## src/include/urs_map.vh

```
// register offsets, field positions and reset values of the uart register select block
`ifndef URS_MAP_VH
`define URS_MAP_VH

// ==================================================================
// address offsets
`define URS_OFF_HOLDING      3'h0
`define URS_OFF_IRQ_ENABLE   3'h1
`define URS_OFF_IRQ_FIFO     3'h2
`define URS_OFF_LINE_CTRL    3'h3
`define URS_OFF_MODEM_CTRL   3'h4
`define URS_OFF_LINE_STATUS  3'h5
`define URS_OFF_MODEM_STATUS 3'h6
`define URS_OFF_SCRATCH      3'h7

// ==================================================================
// gating values and field positions
`define URS_ENH_ACCESS_KEY   8'hbf
`define URS_LCR_DIV_EN_BIT   7
`define URS_EFR_ENH_BIT      4
`define URS_MCR_RDY_EN_BIT   2
`define URS_MCR_LOOP_BIT     4
`define URS_MCR_THR_EN_BIT   6
`define URS_FCR_EN_BIT       0
`define URS_FCR_RXRST_BIT    1
`define URS_FCR_TXRST_BIT    2

// masks of the bits locked behind the enhanced-function enable
`define URS_IER_ENH_MASK     8'hf0
`define URS_FCR_ENH_MASK     8'h30
`define URS_IIR_ENH_MASK     8'h30
`define URS_MCR_ENH_MASK     8'he0
// fifo reset bits are pulses and are never stored
`define URS_FCR_STORE_MASK   8'hf9
// fifo ready summary: tx ready in bits 1:0, rx ready in bits 5:4
`define URS_RDY_TX_LSB       0
`define URS_RDY_RX_LSB       4

// ==================================================================
// reset values
`define URS_RST_BYTE         8'h00
`define URS_RST_DIVISOR      16'h0000

`endif

```

## src/hw/urs_register_select.v

```verilog
// host register decode and register bank for one channel of a dual uart
`timescale 1ns/10ps
`include "urs_map.vh"

module urs_register_select #(
  parameter CHANNEL_B = 0
) (
  CLK,
  RESET,
  CHAN_A_SEL_N,
  CHAN_B_SEL_N,
  ADDR,
  IOR_N,
  IOW_N,
  D_IN,
  D_OUT,
  D_OE,
  RX_DATA,
  LINE_STATUS_IN,
  IRQ_CODE_IN,
  MODEM_IN,
  TX_READY_IN,
  RX_READY_IN,
  TX_DATA,
  TX_WRITE,
  RX_READ,
  RX_FIFO_RESET,
  TX_FIFO_RESET,
  DIVISOR,
  IRQ_ENABLE,
  FIFO_CONTROL,
  LINE_CONTROL,
  MODEM_CONTROL,
  ENH_FEATURES,
  RESUME_CHAR_1,
  RESUME_CHAR_2,
  PAUSE_CHAR_1,
  PAUSE_CHAR_2,
  FLOW_THRESHOLDS,
  TRIGGER_LEVELS
);

  // ==================================================================
  // ports
  input  wire        CLK;
  input  wire        RESET;
  input  wire        CHAN_A_SEL_N;
  input  wire        CHAN_B_SEL_N;
  input  wire [2:0]  ADDR;
  input  wire        IOR_N;
  input  wire        IOW_N;
  input  wire [7:0]  D_IN;
  output wire [7:0]  D_OUT;
  output wire        D_OE;
  input  wire [7:0]  RX_DATA;
  input  wire [7:0]  LINE_STATUS_IN;
  input  wire [5:0]  IRQ_CODE_IN;
  input  wire [3:0]  MODEM_IN;
  input  wire [1:0]  TX_READY_IN;
  input  wire [1:0]  RX_READY_IN;
  output wire [7:0]  TX_DATA;
  output wire        TX_WRITE;
  output wire        RX_READ;
  output wire        RX_FIFO_RESET;
  output wire        TX_FIFO_RESET;
  output wire [15:0] DIVISOR;
  output wire [7:0]  IRQ_ENABLE;
  output wire [7:0]  FIFO_CONTROL;
  output wire [7:0]  LINE_CONTROL;
  output wire [7:0]  MODEM_CONTROL;
  output wire [7:0]  ENH_FEATURES;
  output wire [7:0]  RESUME_CHAR_1;
  output wire [7:0]  RESUME_CHAR_2;
  output wire [7:0]  PAUSE_CHAR_1;
  output wire [7:0]  PAUSE_CHAR_2;
  output wire [7:0]  FLOW_THRESHOLDS;
  output wire [7:0]  TRIGGER_LEVELS;

  // ==================================================================
  // storage
  reg  [7:0]  divisor_low_ff;
  reg  [7:0]  divisor_high_ff;
  reg  [7:0]  irq_enable_ff;
  reg  [7:0]  fifo_control_ff;
  reg  [7:0]  line_control_ff;
  reg  [7:0]  modem_control_ff;
  reg  [7:0]  enh_features_ff;
  reg  [7:0]  resume_1_ff;
  reg  [7:0]  resume_2_ff;
  reg  [7:0]  pause_1_ff;
  reg  [7:0]  pause_2_ff;
  reg  [7:0]  flow_thresh_ff;
  reg  [7:0]  trigger_lvl_ff;
  reg  [7:0]  scratch_ff;
  reg  [7:0]  tx_data_ff;
  reg         tx_write_ff;
  reg         rx_read_ff;
  reg         rx_rst_ff;
  reg         tx_rst_ff;
  reg  [7:0]  d_out_ff;
  reg         d_oe_ff;
  reg         ior_n_ff;
  reg         iow_n_ff;
  reg  [3:0]  modem_prev_ff;
  reg  [3:0]  modem_delta_ff;

  reg  [3:0]  nxt_modem_delta;
  reg  [7:0]  rd_data;

  // ==================================================================
  // gating terms
  wire        own_sel_n;
  wire        sel;
  wire        rd_start;
  wire        wr_start;
  wire        div_en;
  wire        enh_key;
  wire        enh_on;
  wire        thr_en;
  wire        rdy_en;
  wire [7:0]  rdy_summary;
  wire [7:0]  irq_id;
  wire [7:0]  modem_status;
  wire [3:0]  modem_change;

  assign own_sel_n = (CHANNEL_B != 0) ? CHAN_B_SEL_N : CHAN_A_SEL_N;
  assign sel       = ~own_sel_n;
  // one access per strobe: act on the first low cycle only
  assign rd_start  = sel & ~IOR_N & ior_n_ff;
  assign wr_start  = sel & ~IOW_N & iow_n_ff;

  assign div_en  = line_control_ff[`URS_LCR_DIV_EN_BIT];
  assign enh_key = (line_control_ff == `URS_ENH_ACCESS_KEY);
  assign enh_on  = enh_features_ff[`URS_EFR_ENH_BIT];
  assign thr_en  = enh_on & modem_control_ff[`URS_MCR_THR_EN_BIT];
  assign rdy_en  = ~CHAN_A_SEL_N & ~CHAN_B_SEL_N &
                   modem_control_ff[`URS_MCR_RDY_EN_BIT] &
                   ~modem_control_ff[`URS_MCR_LOOP_BIT];

  // ==================================================================
  // read-only views
  assign rdy_summary = {2'b00, RX_READY_IN, 2'b00, TX_READY_IN};
  // bits 7:6 both mirror the fifo enable; 5:4 visible only when enhanced
  assign irq_id = {{2{fifo_control_ff[`URS_FCR_EN_BIT]}},
                   IRQ_CODE_IN[5:4] & {2{enh_on}},
                   IRQ_CODE_IN[3:0]};
  assign modem_status = {MODEM_IN, modem_delta_ff};
  assign modem_change = MODEM_IN ^ modem_prev_ff;

  // ==================================================================
  // read decode
  always @* begin
    rd_data = 8'h00;
    case (ADDR)
      `URS_OFF_HOLDING: begin
        if (div_en) begin
          rd_data = divisor_low_ff;
        end else begin
          rd_data = RX_DATA;
        end
      end
      `URS_OFF_IRQ_ENABLE: begin
        if (div_en) begin
          rd_data = divisor_high_ff;
        end else begin
          rd_data = irq_enable_ff;
        end
      end
      `URS_OFF_IRQ_FIFO: begin
        if (enh_key) begin
          rd_data = enh_features_ff;
        end else begin
          rd_data = irq_id;
        end
      end
      `URS_OFF_LINE_CTRL: begin
        rd_data = line_control_ff;
      end
      `URS_OFF_MODEM_CTRL: begin
        if (enh_key) begin
          rd_data = resume_1_ff;
        end else begin
          rd_data = modem_control_ff;
        end
      end
      `URS_OFF_LINE_STATUS: begin
        if (enh_key) begin
          rd_data = resume_2_ff;
        end else begin
          rd_data = LINE_STATUS_IN;
        end
      end
      `URS_OFF_MODEM_STATUS: begin
        if (enh_key) begin
          rd_data = pause_1_ff;
        end else if (thr_en) begin
          rd_data = flow_thresh_ff;
        end else begin
          rd_data = modem_status;
        end
      end
      `URS_OFF_SCRATCH: begin
        if (enh_key) begin
          rd_data = pause_2_ff;
        end else if (thr_en) begin
          rd_data = trigger_lvl_ff;
        end else if (rdy_en) begin
          rd_data = rdy_summary;
        end else begin
          rd_data = scratch_ff;
        end
      end
      default: begin
        rd_data = 8'h00;
      end
    endcase
  end

  // ==================================================================
  // strobe edge tracking and read data
  always @(posedge CLK) begin
    if (RESET) begin
      ior_n_ff <= 1'b1;
      iow_n_ff <= 1'b1;
      d_out_ff <= `URS_RST_BYTE;
      d_oe_ff  <= 1'b0;
    end else begin
      ior_n_ff <= IOR_N;
      iow_n_ff <= IOW_N;
      if (rd_start) begin
        d_out_ff <= rd_data;
      end
      d_oe_ff <= sel & ~IOR_N;
    end
  end

  // ==================================================================
  // modem change flags: set on input change, cleared by status read
  always @* begin
    nxt_modem_delta = modem_delta_ff;
    if (rd_start && (ADDR == `URS_OFF_MODEM_STATUS) && !enh_key && !thr_en) begin
      nxt_modem_delta = 4'h0;
    end
    // a change in the clearing cycle is kept
    nxt_modem_delta = nxt_modem_delta | modem_change;
  end

  always @(posedge CLK) begin
    if (RESET) begin
      modem_prev_ff  <= 4'h0;
      modem_delta_ff <= 4'h0;
    end else begin
      modem_prev_ff  <= MODEM_IN;
      modem_delta_ff <= nxt_modem_delta;
    end
  end

  // ==================================================================
  // side-effect pulses
  always @(posedge CLK) begin
    if (RESET) begin
      tx_data_ff  <= `URS_RST_BYTE;
      tx_write_ff <= 1'b0;
      rx_read_ff  <= 1'b0;
      rx_rst_ff   <= 1'b0;
      tx_rst_ff   <= 1'b0;
    end else begin
      tx_write_ff <= 1'b0;
      rx_read_ff  <= 1'b0;
      rx_rst_ff   <= 1'b0;
      tx_rst_ff   <= 1'b0;
      if (wr_start && (ADDR == `URS_OFF_HOLDING) && !div_en) begin
        tx_data_ff  <= D_IN;
        tx_write_ff <= 1'b1;
      end
      if (rd_start && (ADDR == `URS_OFF_HOLDING) && !div_en) begin
        rx_read_ff <= 1'b1;
      end
      if (wr_start && (ADDR == `URS_OFF_IRQ_FIFO) && !enh_key) begin
        rx_rst_ff <= D_IN[`URS_FCR_RXRST_BIT];
        tx_rst_ff <= D_IN[`URS_FCR_TXRST_BIT];
      end
    end
  end

  // ==================================================================
  // register writes
  always @(posedge CLK) begin
    if (RESET) begin
      divisor_low_ff   <= `URS_RST_BYTE;
      divisor_high_ff  <= `URS_RST_BYTE;
      irq_enable_ff    <= `URS_RST_BYTE;
      fifo_control_ff  <= `URS_RST_BYTE;
      line_control_ff  <= `URS_RST_BYTE;
      modem_control_ff <= `URS_RST_BYTE;
      enh_features_ff  <= `URS_RST_BYTE;
      resume_1_ff      <= `URS_RST_BYTE;
      resume_2_ff      <= `URS_RST_BYTE;
      pause_1_ff       <= `URS_RST_BYTE;
      pause_2_ff       <= `URS_RST_BYTE;
      flow_thresh_ff   <= `URS_RST_BYTE;
      trigger_lvl_ff   <= `URS_RST_BYTE;
      scratch_ff       <= `URS_RST_BYTE;
    end else if (wr_start) begin
      case (ADDR)
        `URS_OFF_HOLDING: begin
          if (div_en) begin
            divisor_low_ff <= D_IN;
          end
        end
        `URS_OFF_IRQ_ENABLE: begin
          if (div_en) begin
            divisor_high_ff <= D_IN;
          end else if (enh_on) begin
            irq_enable_ff <= D_IN;
          end else begin
            irq_enable_ff <= (irq_enable_ff & `URS_IER_ENH_MASK) |
                             (D_IN & ~`URS_IER_ENH_MASK);
          end
        end
        `URS_OFF_IRQ_FIFO: begin
          if (enh_key) begin
            enh_features_ff <= D_IN;
          end else if (enh_on) begin
            fifo_control_ff <= D_IN & `URS_FCR_STORE_MASK;
          end else begin
            fifo_control_ff <= (fifo_control_ff & `URS_FCR_ENH_MASK) |
                               (D_IN & `URS_FCR_STORE_MASK &
                                ~`URS_FCR_ENH_MASK);
          end
        end
        `URS_OFF_LINE_CTRL: begin
          line_control_ff <= D_IN;
        end
        `URS_OFF_MODEM_CTRL: begin
          if (enh_key) begin
            resume_1_ff <= D_IN;
          end else if (enh_on) begin
            modem_control_ff <= D_IN;
          end else begin
            modem_control_ff <= (modem_control_ff & `URS_MCR_ENH_MASK) |
                                (D_IN & ~`URS_MCR_ENH_MASK);
          end
        end
        `URS_OFF_LINE_STATUS: begin
          if (enh_key) begin
            resume_2_ff <= D_IN;
          end
        end
        `URS_OFF_MODEM_STATUS: begin
          if (enh_key) begin
            pause_1_ff <= D_IN;
          end else if (thr_en) begin
            flow_thresh_ff <= D_IN;
          end
        end
        `URS_OFF_SCRATCH: begin
          if (enh_key) begin
            pause_2_ff <= D_IN;
          end else if (thr_en) begin
            trigger_lvl_ff <= D_IN;
          end else if (!rdy_en) begin
            scratch_ff <= D_IN;
          end
        end
        default: begin
          scratch_ff <= scratch_ff;
        end
      endcase
    end
  end

  // ==================================================================
  // outputs
  assign D_OUT           = d_out_ff;
  assign D_OE            = d_oe_ff;
  assign TX_DATA         = tx_data_ff;
  assign TX_WRITE        = tx_write_ff;
  assign RX_READ         = rx_read_ff;
  assign RX_FIFO_RESET   = rx_rst_ff;
  assign TX_FIFO_RESET   = tx_rst_ff;
  assign DIVISOR         = {divisor_high_ff, divisor_low_ff};
  assign IRQ_ENABLE      = irq_enable_ff;
  // transmit trigger only takes effect while enhanced functions are on
  assign FIFO_CONTROL    = fifo_control_ff & ~({8{~enh_on}} & `URS_FCR_ENH_MASK);
  assign LINE_CONTROL    = line_control_ff;
  assign MODEM_CONTROL   = modem_control_ff;
  assign ENH_FEATURES    = enh_features_ff;
  assign RESUME_CHAR_1   = resume_1_ff;
  assign RESUME_CHAR_2   = resume_2_ff;
  assign PAUSE_CHAR_1    = pause_1_ff;
  assign PAUSE_CHAR_2    = pause_2_ff;
  assign FLOW_THRESHOLDS = flow_thresh_ff;
  assign TRIGGER_LEVELS  = trigger_lvl_ff;

endmodule // urs_register_select

```

## config.mk

```make
export PLATFORM = sky130hd
export DESIGN_NAME = urs_register_select
export DESIGN_NICKNAME = d
export VERILOG_FILES = /design/src/hw/urs_register_select.v
export VERILOG_INCLUDE_DIRS = /design/src /design/src/include
export SDC_FILE = /design/constraint.sdc
export NUM_CORES = 1
export LEC_CHECK = 0
export BUFFER_PORTS_ARGS = -buffer_cell sky130_fd_sc_hd__clkbuf_2
export CORE_AREA = 2 2 109 122
export CTS_CLUSTER_SIZE = 24
export DETAILED_ROUTE_END_ITERATION = 7
export DIE_AREA = 0 0 111 124
export PLACE_DENSITY_LB_ADDON = 0.1
export SETUP_SLACK_MARGIN = 0.5
export SYNTH_ARGS = -nofsm -noshare
export SYNTH_HDL_FRONTEND = slang
export SYNTH_SLANG_ARGS = --single-unit
export TNS_END_PERCENT = 10
```

## constraint.sdc

```tcl
create_clock -name CLK -period 2.4 [get_ports CLK]
set_input_delay 0.36 -clock CLK [delete_from_list [all_inputs] [get_ports CLK]]
set_output_delay 0.36 -clock CLK [all_outputs]
set_load 0.1 [all_outputs]
```

# [Yosys cells after proc, flatten, opt, wreduce, memory -nomap -nowiden]
# Cells that the tools add are included.
[op_classes] shifts=0 eq_ne=8 n_addsub=0 div=0 n_reduce_logical=28 mux=17 bitwise=27 mul=0 magnitude_cmp=0
[ops] cell="2-to-1 mux 8 bit" count=13
[ops] cell="one-hot mux 8 bit (8 select lines)" count=1
[ops] cell="AND reduction 3 bit" count=10
[ops] cell="equality test 3 bit, second input constant" count=4
[ops] cell="inverter 1 bit" count=11
[ops] cell="logical AND 1 bit" count=9
[ops] cell="bitwise AND 1 bit" count=8
[ops] cell="bitwise AND 8 bit" count=1
[ops] cell="equality test 8 bit, second input constant" count=1
[ops] cell="inverter 6 -> 8 bit" count=1
[ops] cell="bitwise OR 6 x 8 -> 8 bit" count=1
[ops] cell="bitwise OR 8 x 4 -> 8 bit" count=1
[ops] cell="bitwise OR 8 x 5 -> 8 bit" count=1
[ops] cell="AND reduction 4 bit" count=2
[ops] cell="equality test 3 x 2 -> 1 bit, second input constant" count=2
[ops] cell="AND reduction 5 bit" count=1
[ops] cell="2-to-1 mux 4 bit" count=1
[ops] cell="bitwise OR 4 bit" count=1
[ops] cell="XOR 4 bit" count=1
[ops] cell="equality test 3 x 1 -> 1 bit, second input constant" count=1
[ops] cell="logical NOT 1 bit" count=3
[ops] cell="logical NOT 3 bit" count=1
[ops] cell="bitwise AND 2 bit" count=1
[ops] cell="2-to-1 mux 1 bit" count=2
[ops] cell="2 further kinds" count=2
[word_totals] ramBits=0 output_inout_bits=125 elab_cells=105 mem_bits_ro=0 latch_bits=0 reg_bits=143 memories=0

# [Logic depth before layout (Yosys ltp)]
[depth] word_depth=8 ltp_mapped=9

# [Least setup slack after synthesis]
# No wires, ideal clock.
[synth_path] kind="reg-to-reg" start="reg line_control_ff[7] (netlist: LINE_CONTROL[7])" end="reg pause_2_ff[6] (netlist: PAUSE_CHAR_2[6])" setup_slack_ps=-200 setup_time_ps=128 synth_period_minus_slack_ps=2600 n_path_buf=3 path_stages_with_launch=9 arrival_time_ps=2472 cell_sequence="dfxtp_1 > buf_2 > and4_1 > buf_2 > nand2_4 > buf_6 > nor3_4 > mux2i_1 > nor2_1"
[synth_via] elab_chain_len=2
[synth_lines] element="from (decl)" line_no="urs_register_select.v:85" text="reg [7:0] line_control_ff;"
[synth_lines] element="from (signal assigned)" line_no="urs_register_select.v:294" text="line_control_ff <= `URS_RST_BYTE;"
[synth_lines] element="equality test 8 bit (no source line)"
[synth_lines] element="AND reduction 3 bit (no source line)"
[synth_lines] element="to (signal assigned)" line_no="urs_register_select.v:300" text="pause_2_ff <= `URS_RST_BYTE;"
[synth_lines] element="to (decl)" line_no="urs_register_select.v:91" text="reg [7:0] pause_2_ff;"
# Every way passes these cells.
# A chain may end at the register's enable or synchronous reset.

# [Worst setup path after layout]
[layout_path] start="reg enh_features_ff[4] (netlist: ENH_FEATURES[4])" end="reg d_out_ff[4] (netlist: D_OUT[4])"
[layout_via] elab_chain_len=4 elab_cells_between_ends=8 classes_between="mux: 6; bitwise: 2"
[layout_lines] element="from (decl)" line_no="urs_register_select.v:87" text="reg [7:0] enh_features_ff;"
[layout_lines] element="from (signal assigned)" line_no="urs_register_select.v:296" text="enh_features_ff <= `URS_RST_BYTE;"
[layout_lines] element="bitwise AND 1 bit" line_no="urs_register_select.v:135" text="assign thr_en = enh_on & modem_control_ff[`URS_MCR_THR_EN_BIT];"
[layout_lines] element="2-to-1 mux 8 bit, on equally long branches" line_no="urs_register_select.v:205, urs_register_select.v:196"
[layout_lines] element="2-to-1 mux 8 bit, on equally long branches" line_no="urs_register_select.v:203, urs_register_select.v:194"
[layout_lines] element="one-hot mux 8 bit (8 select lines) (*)" line_no="urs_register_select.v:154" text="case (ADDR)"
[layout_lines] element="to (signal assigned)" line_no="urs_register_select.v:225" text="d_out_ff <= `URS_RST_BYTE;"
[layout_lines] element="to (signal assigned)" line_no="urs_register_select.v:231" text="d_out_ff <= rd_data;"
[layout_lines] element="to (decl)" line_no="urs_register_select.v:100" text="reg [7:0] d_out_ff;"
# Mark *: on every way between the ends. The rest lies on a longest branch, timed or not.

==> out/qor.yml <==
synth_area_leader_cell: "dfxtp_1"
setup_viol: 0
gr-total-overflow: 0
cp_cell_sequence: "nand2_1 > buf_4 > mux2i_1 > o311ai_0 > o311ai_1 > nand2_1"
status: "complete, no violations"
routedWlPerCell_um: 21.59
areaGrowthSynthToFinish_pct: 25.99
cts_tree: "done"
coreArea_sq_um: 12430
crit_fanout: 17
hp-start: "IOR_N"
seq_area_frac_synth_pct: 43.43
maxCapViolCount: 0
critPathMostFrequentCell: "nand2_1"
fp.dieH_um: 124
num-nets-final: 912
port_buffers: 169
finalCritPeriodShare_pct: 80.38
final_cell_mix: "clkbuf_2, mux2i_1, nor2_1"
tightest_slew_ns: 0.6525
syn_inst: 704
clock_power_share_pct: 47.3
vias: 6107
drive_gt1_share_pct: 31.66
final_common_cell: "clkbuf_2"
r2r_start: "ENH_FEATURES[4]$_SDFFE_PP0P_"
die_x_um: 111
async_reset_ff_share_pct: 0
syn_avg_cell_area_sq_um: 9.231
swShare_pct: 25.77
netlist_area_sq_um: 6499
p_comb_share_pct: 8.2
cts-root-buf: "clkbuf_16"
clk_pin_slew_worst_paths_ns: 0.06
cellLeakagePower_uw: 0.003821
ant_nets: 0
crit_required_ns: 2.70
critPathTopFamily: "compound AO/OA/AOI/OAI gates"
h-tree-depth: 4
slew_headroom_pct: 56.34
pwr-share-seq_pct: 44.5
grt.total_usage_pct: 32.39
grt_antenna_before_repair: 0
netlist_top_cells_area: "dfxtp_1, mux2i_1, nor2_1"
ioPinCount: 172
grt_max_degree: 64
cp.arrival_ns: 2.23
critical_path_class: "flop to flop"
switchingPower_uw: 1373
dp.cells: 999
grt_pass1_wl_um: 33840
grt_setup_unrepaired: "true"
holdPathEnd: "D_OE$_SDFF_PP0_"
routed_wl_um: 22340
stdcell_count: 1035
ir_worst_vdd_uv: 488.0
cp_num_buf_inv: 1
reg2reg_depth: 6
startpoint_type: "flop"
post-route-drc-count: 0
hp-class: "input pin to flop"
diodes: 0
path_depth: 6
skew_ns: 0.006001
r2r_setup_slack_ns: 0.47
cts_sinks: 141
hold_violations: 0
die_area_sq_um: 13760
ys_seq_elements: 141
synth_top_area_share_pct: 43.43
first_iter_violations: 508
r2r_end: "D_OUT[4]$_SDFFE_PP0N_"
cp-end-kind: "flop"
worst_path_max_delay_cell: "dfxtp_4"
dpl.hpwl_um: 15930
synthFlopType: "dfxtp_1"
post-route-min-period_ns: 1.929
cts_buffers: 17
p_per_area_nw_per_um2: 650.8
clock_latency_ns: 0.42
critical_path.max_stage_delay_ns: 0.42
synth_edf_count: 0
gp_congestion: 0.9792
viasPerCell: 5.900
start_util_pct: 52.29
row_count: 43
synth_warnings: 0
clockBufferDepth: 2
finalMaxSlewViolations: 0
grt_pass1_vias: 5798
fmax_mhz: 518.4
tns_ns: 0
place_area_sq_um: 7540
p_int_uw: 3956
first_pass_iters: 5
hold_depth: 2
final_area_sq_um: 8188
yosysUniqueCellTypes: 61
-- area by class of cell --
class,instances,area (sq um)
Fill cell,1060,4240
Multi-Input combinational cell,501,3453
Sequential cell,141,2865
Timing Repair Buffer,202,1099
Clock buffer,20,456.7
Tap cell,157,196.4
Clock inverter,12,110.1
Inverter,2,7.507
-- logic make-up (layout without fill, tap and decap cells) --
family | Yosys count | after routing | synth area share [%]
AO/OA/AOI/OAI | 92 | 92 | 10.09
AND/OR/NAND/NOR | 264 | 264 | 19.54
buffers and inverters | 63 | 236 | 4.524
other | 1 | 2 | 0.05770
XOR/XNOR | 4 | 4 | 0.5390
multiplexers | 139 | 139 | 21.81
flip-flops | 141 | 141 | 43.43
-- metal layers --
metal  GRT usage (%)  vias up  routed length [um]
li1                -     2833                   -
met1           44.60     2924                9832
met2           51.65      311               10270
met3           5.791       39                1732
met4           11.48        0                 502
met5               0        -                   0
-- cells in the mapped netlist, types with 6 or more instances --
library cell	n
nor2b_1	8
nor3_1	10
clkbuf_1	39
a221oi_1	8
mux2i_1	136
nor2_1	132
buf_4	6
a21oi_1	19
o21ai_0	10
dfxtp_1	141
nand3_1	17
a22oi_1	6
nand2_1	52
buf_2	10
a31oi_1	7
a211oi_1	7
-- stage by stage --
stage                     power [uW]  hold slack, ns  setup slack, ns  utilization (%)
after floorplan                 2687          0.4368           0.3746                -
after global placement          2840          0.4573           0.1394            60.67
after detailed placement        2844          0.4699          0.05489            60.67
after CTS                       5342          0.1409           0.4510            65.64
after global routing            5471          0.1662           0.3965            65.88
final                           5329          0.1537           0.4708            65.88
-- power groups by stage --
stage | logic (uW) | clock network (uW) | registers (uW)
6_report | 437 | 2520 | 2370
4_1_cts | 428 | 2550 | 2370
3_5_place_dp | 424 | 0 | 2420
2_1_floorplan | 207 | 0 | 2480
3_3_place_gp | 421 | 0 | 2420
5_1_grt | 458 | 2640 | 2370
-- repair_timing --
action,in CTS,in global routing
hold buffers,0,0
cloned,0,0
gates resized for setup,13,4
pin swaps,4,1
endpoints found under the setup margin,55,57
buffers inserted,2,2
-- worst max-delay path by stage --
| stage | start | slack [ns] | end |
|---|---|---|---|
| 2_1_floorplan | LINE_CONTROL[7]$_SDFFE_PP0P_ | 0.37 | PAUSE_CHAR_2[6]$_SDFFE_PP0P_ |
| 3_3_place_gp | CHAN_A_SEL_N | 0.14 | D_OUT[5]$_SDFFE_PP0N_ |
| 3_5_place_dp | CHAN_A_SEL_N | 0.05 | D_OUT[1]$_SDFFE_PP0N_ |
| 4_1_cts | LINE_CONTROL[6]$_SDFFE_PP0P_ | 0.45 | modem_delta_ff[2]$_SDFF_PP0_ |
| 5_1_grt | ENH_FEATURES[4]$_SDFFE_PP0P_ | 0.40 | D_OUT[4]$_SDFFE_PP0N_ |
| 6_report | ENH_FEATURES[4]$_SDFFE_PP0P_ | 0.47 | D_OUT[4]$_SDFFE_PP0N_ |
(Power assumes the default switching activity.)
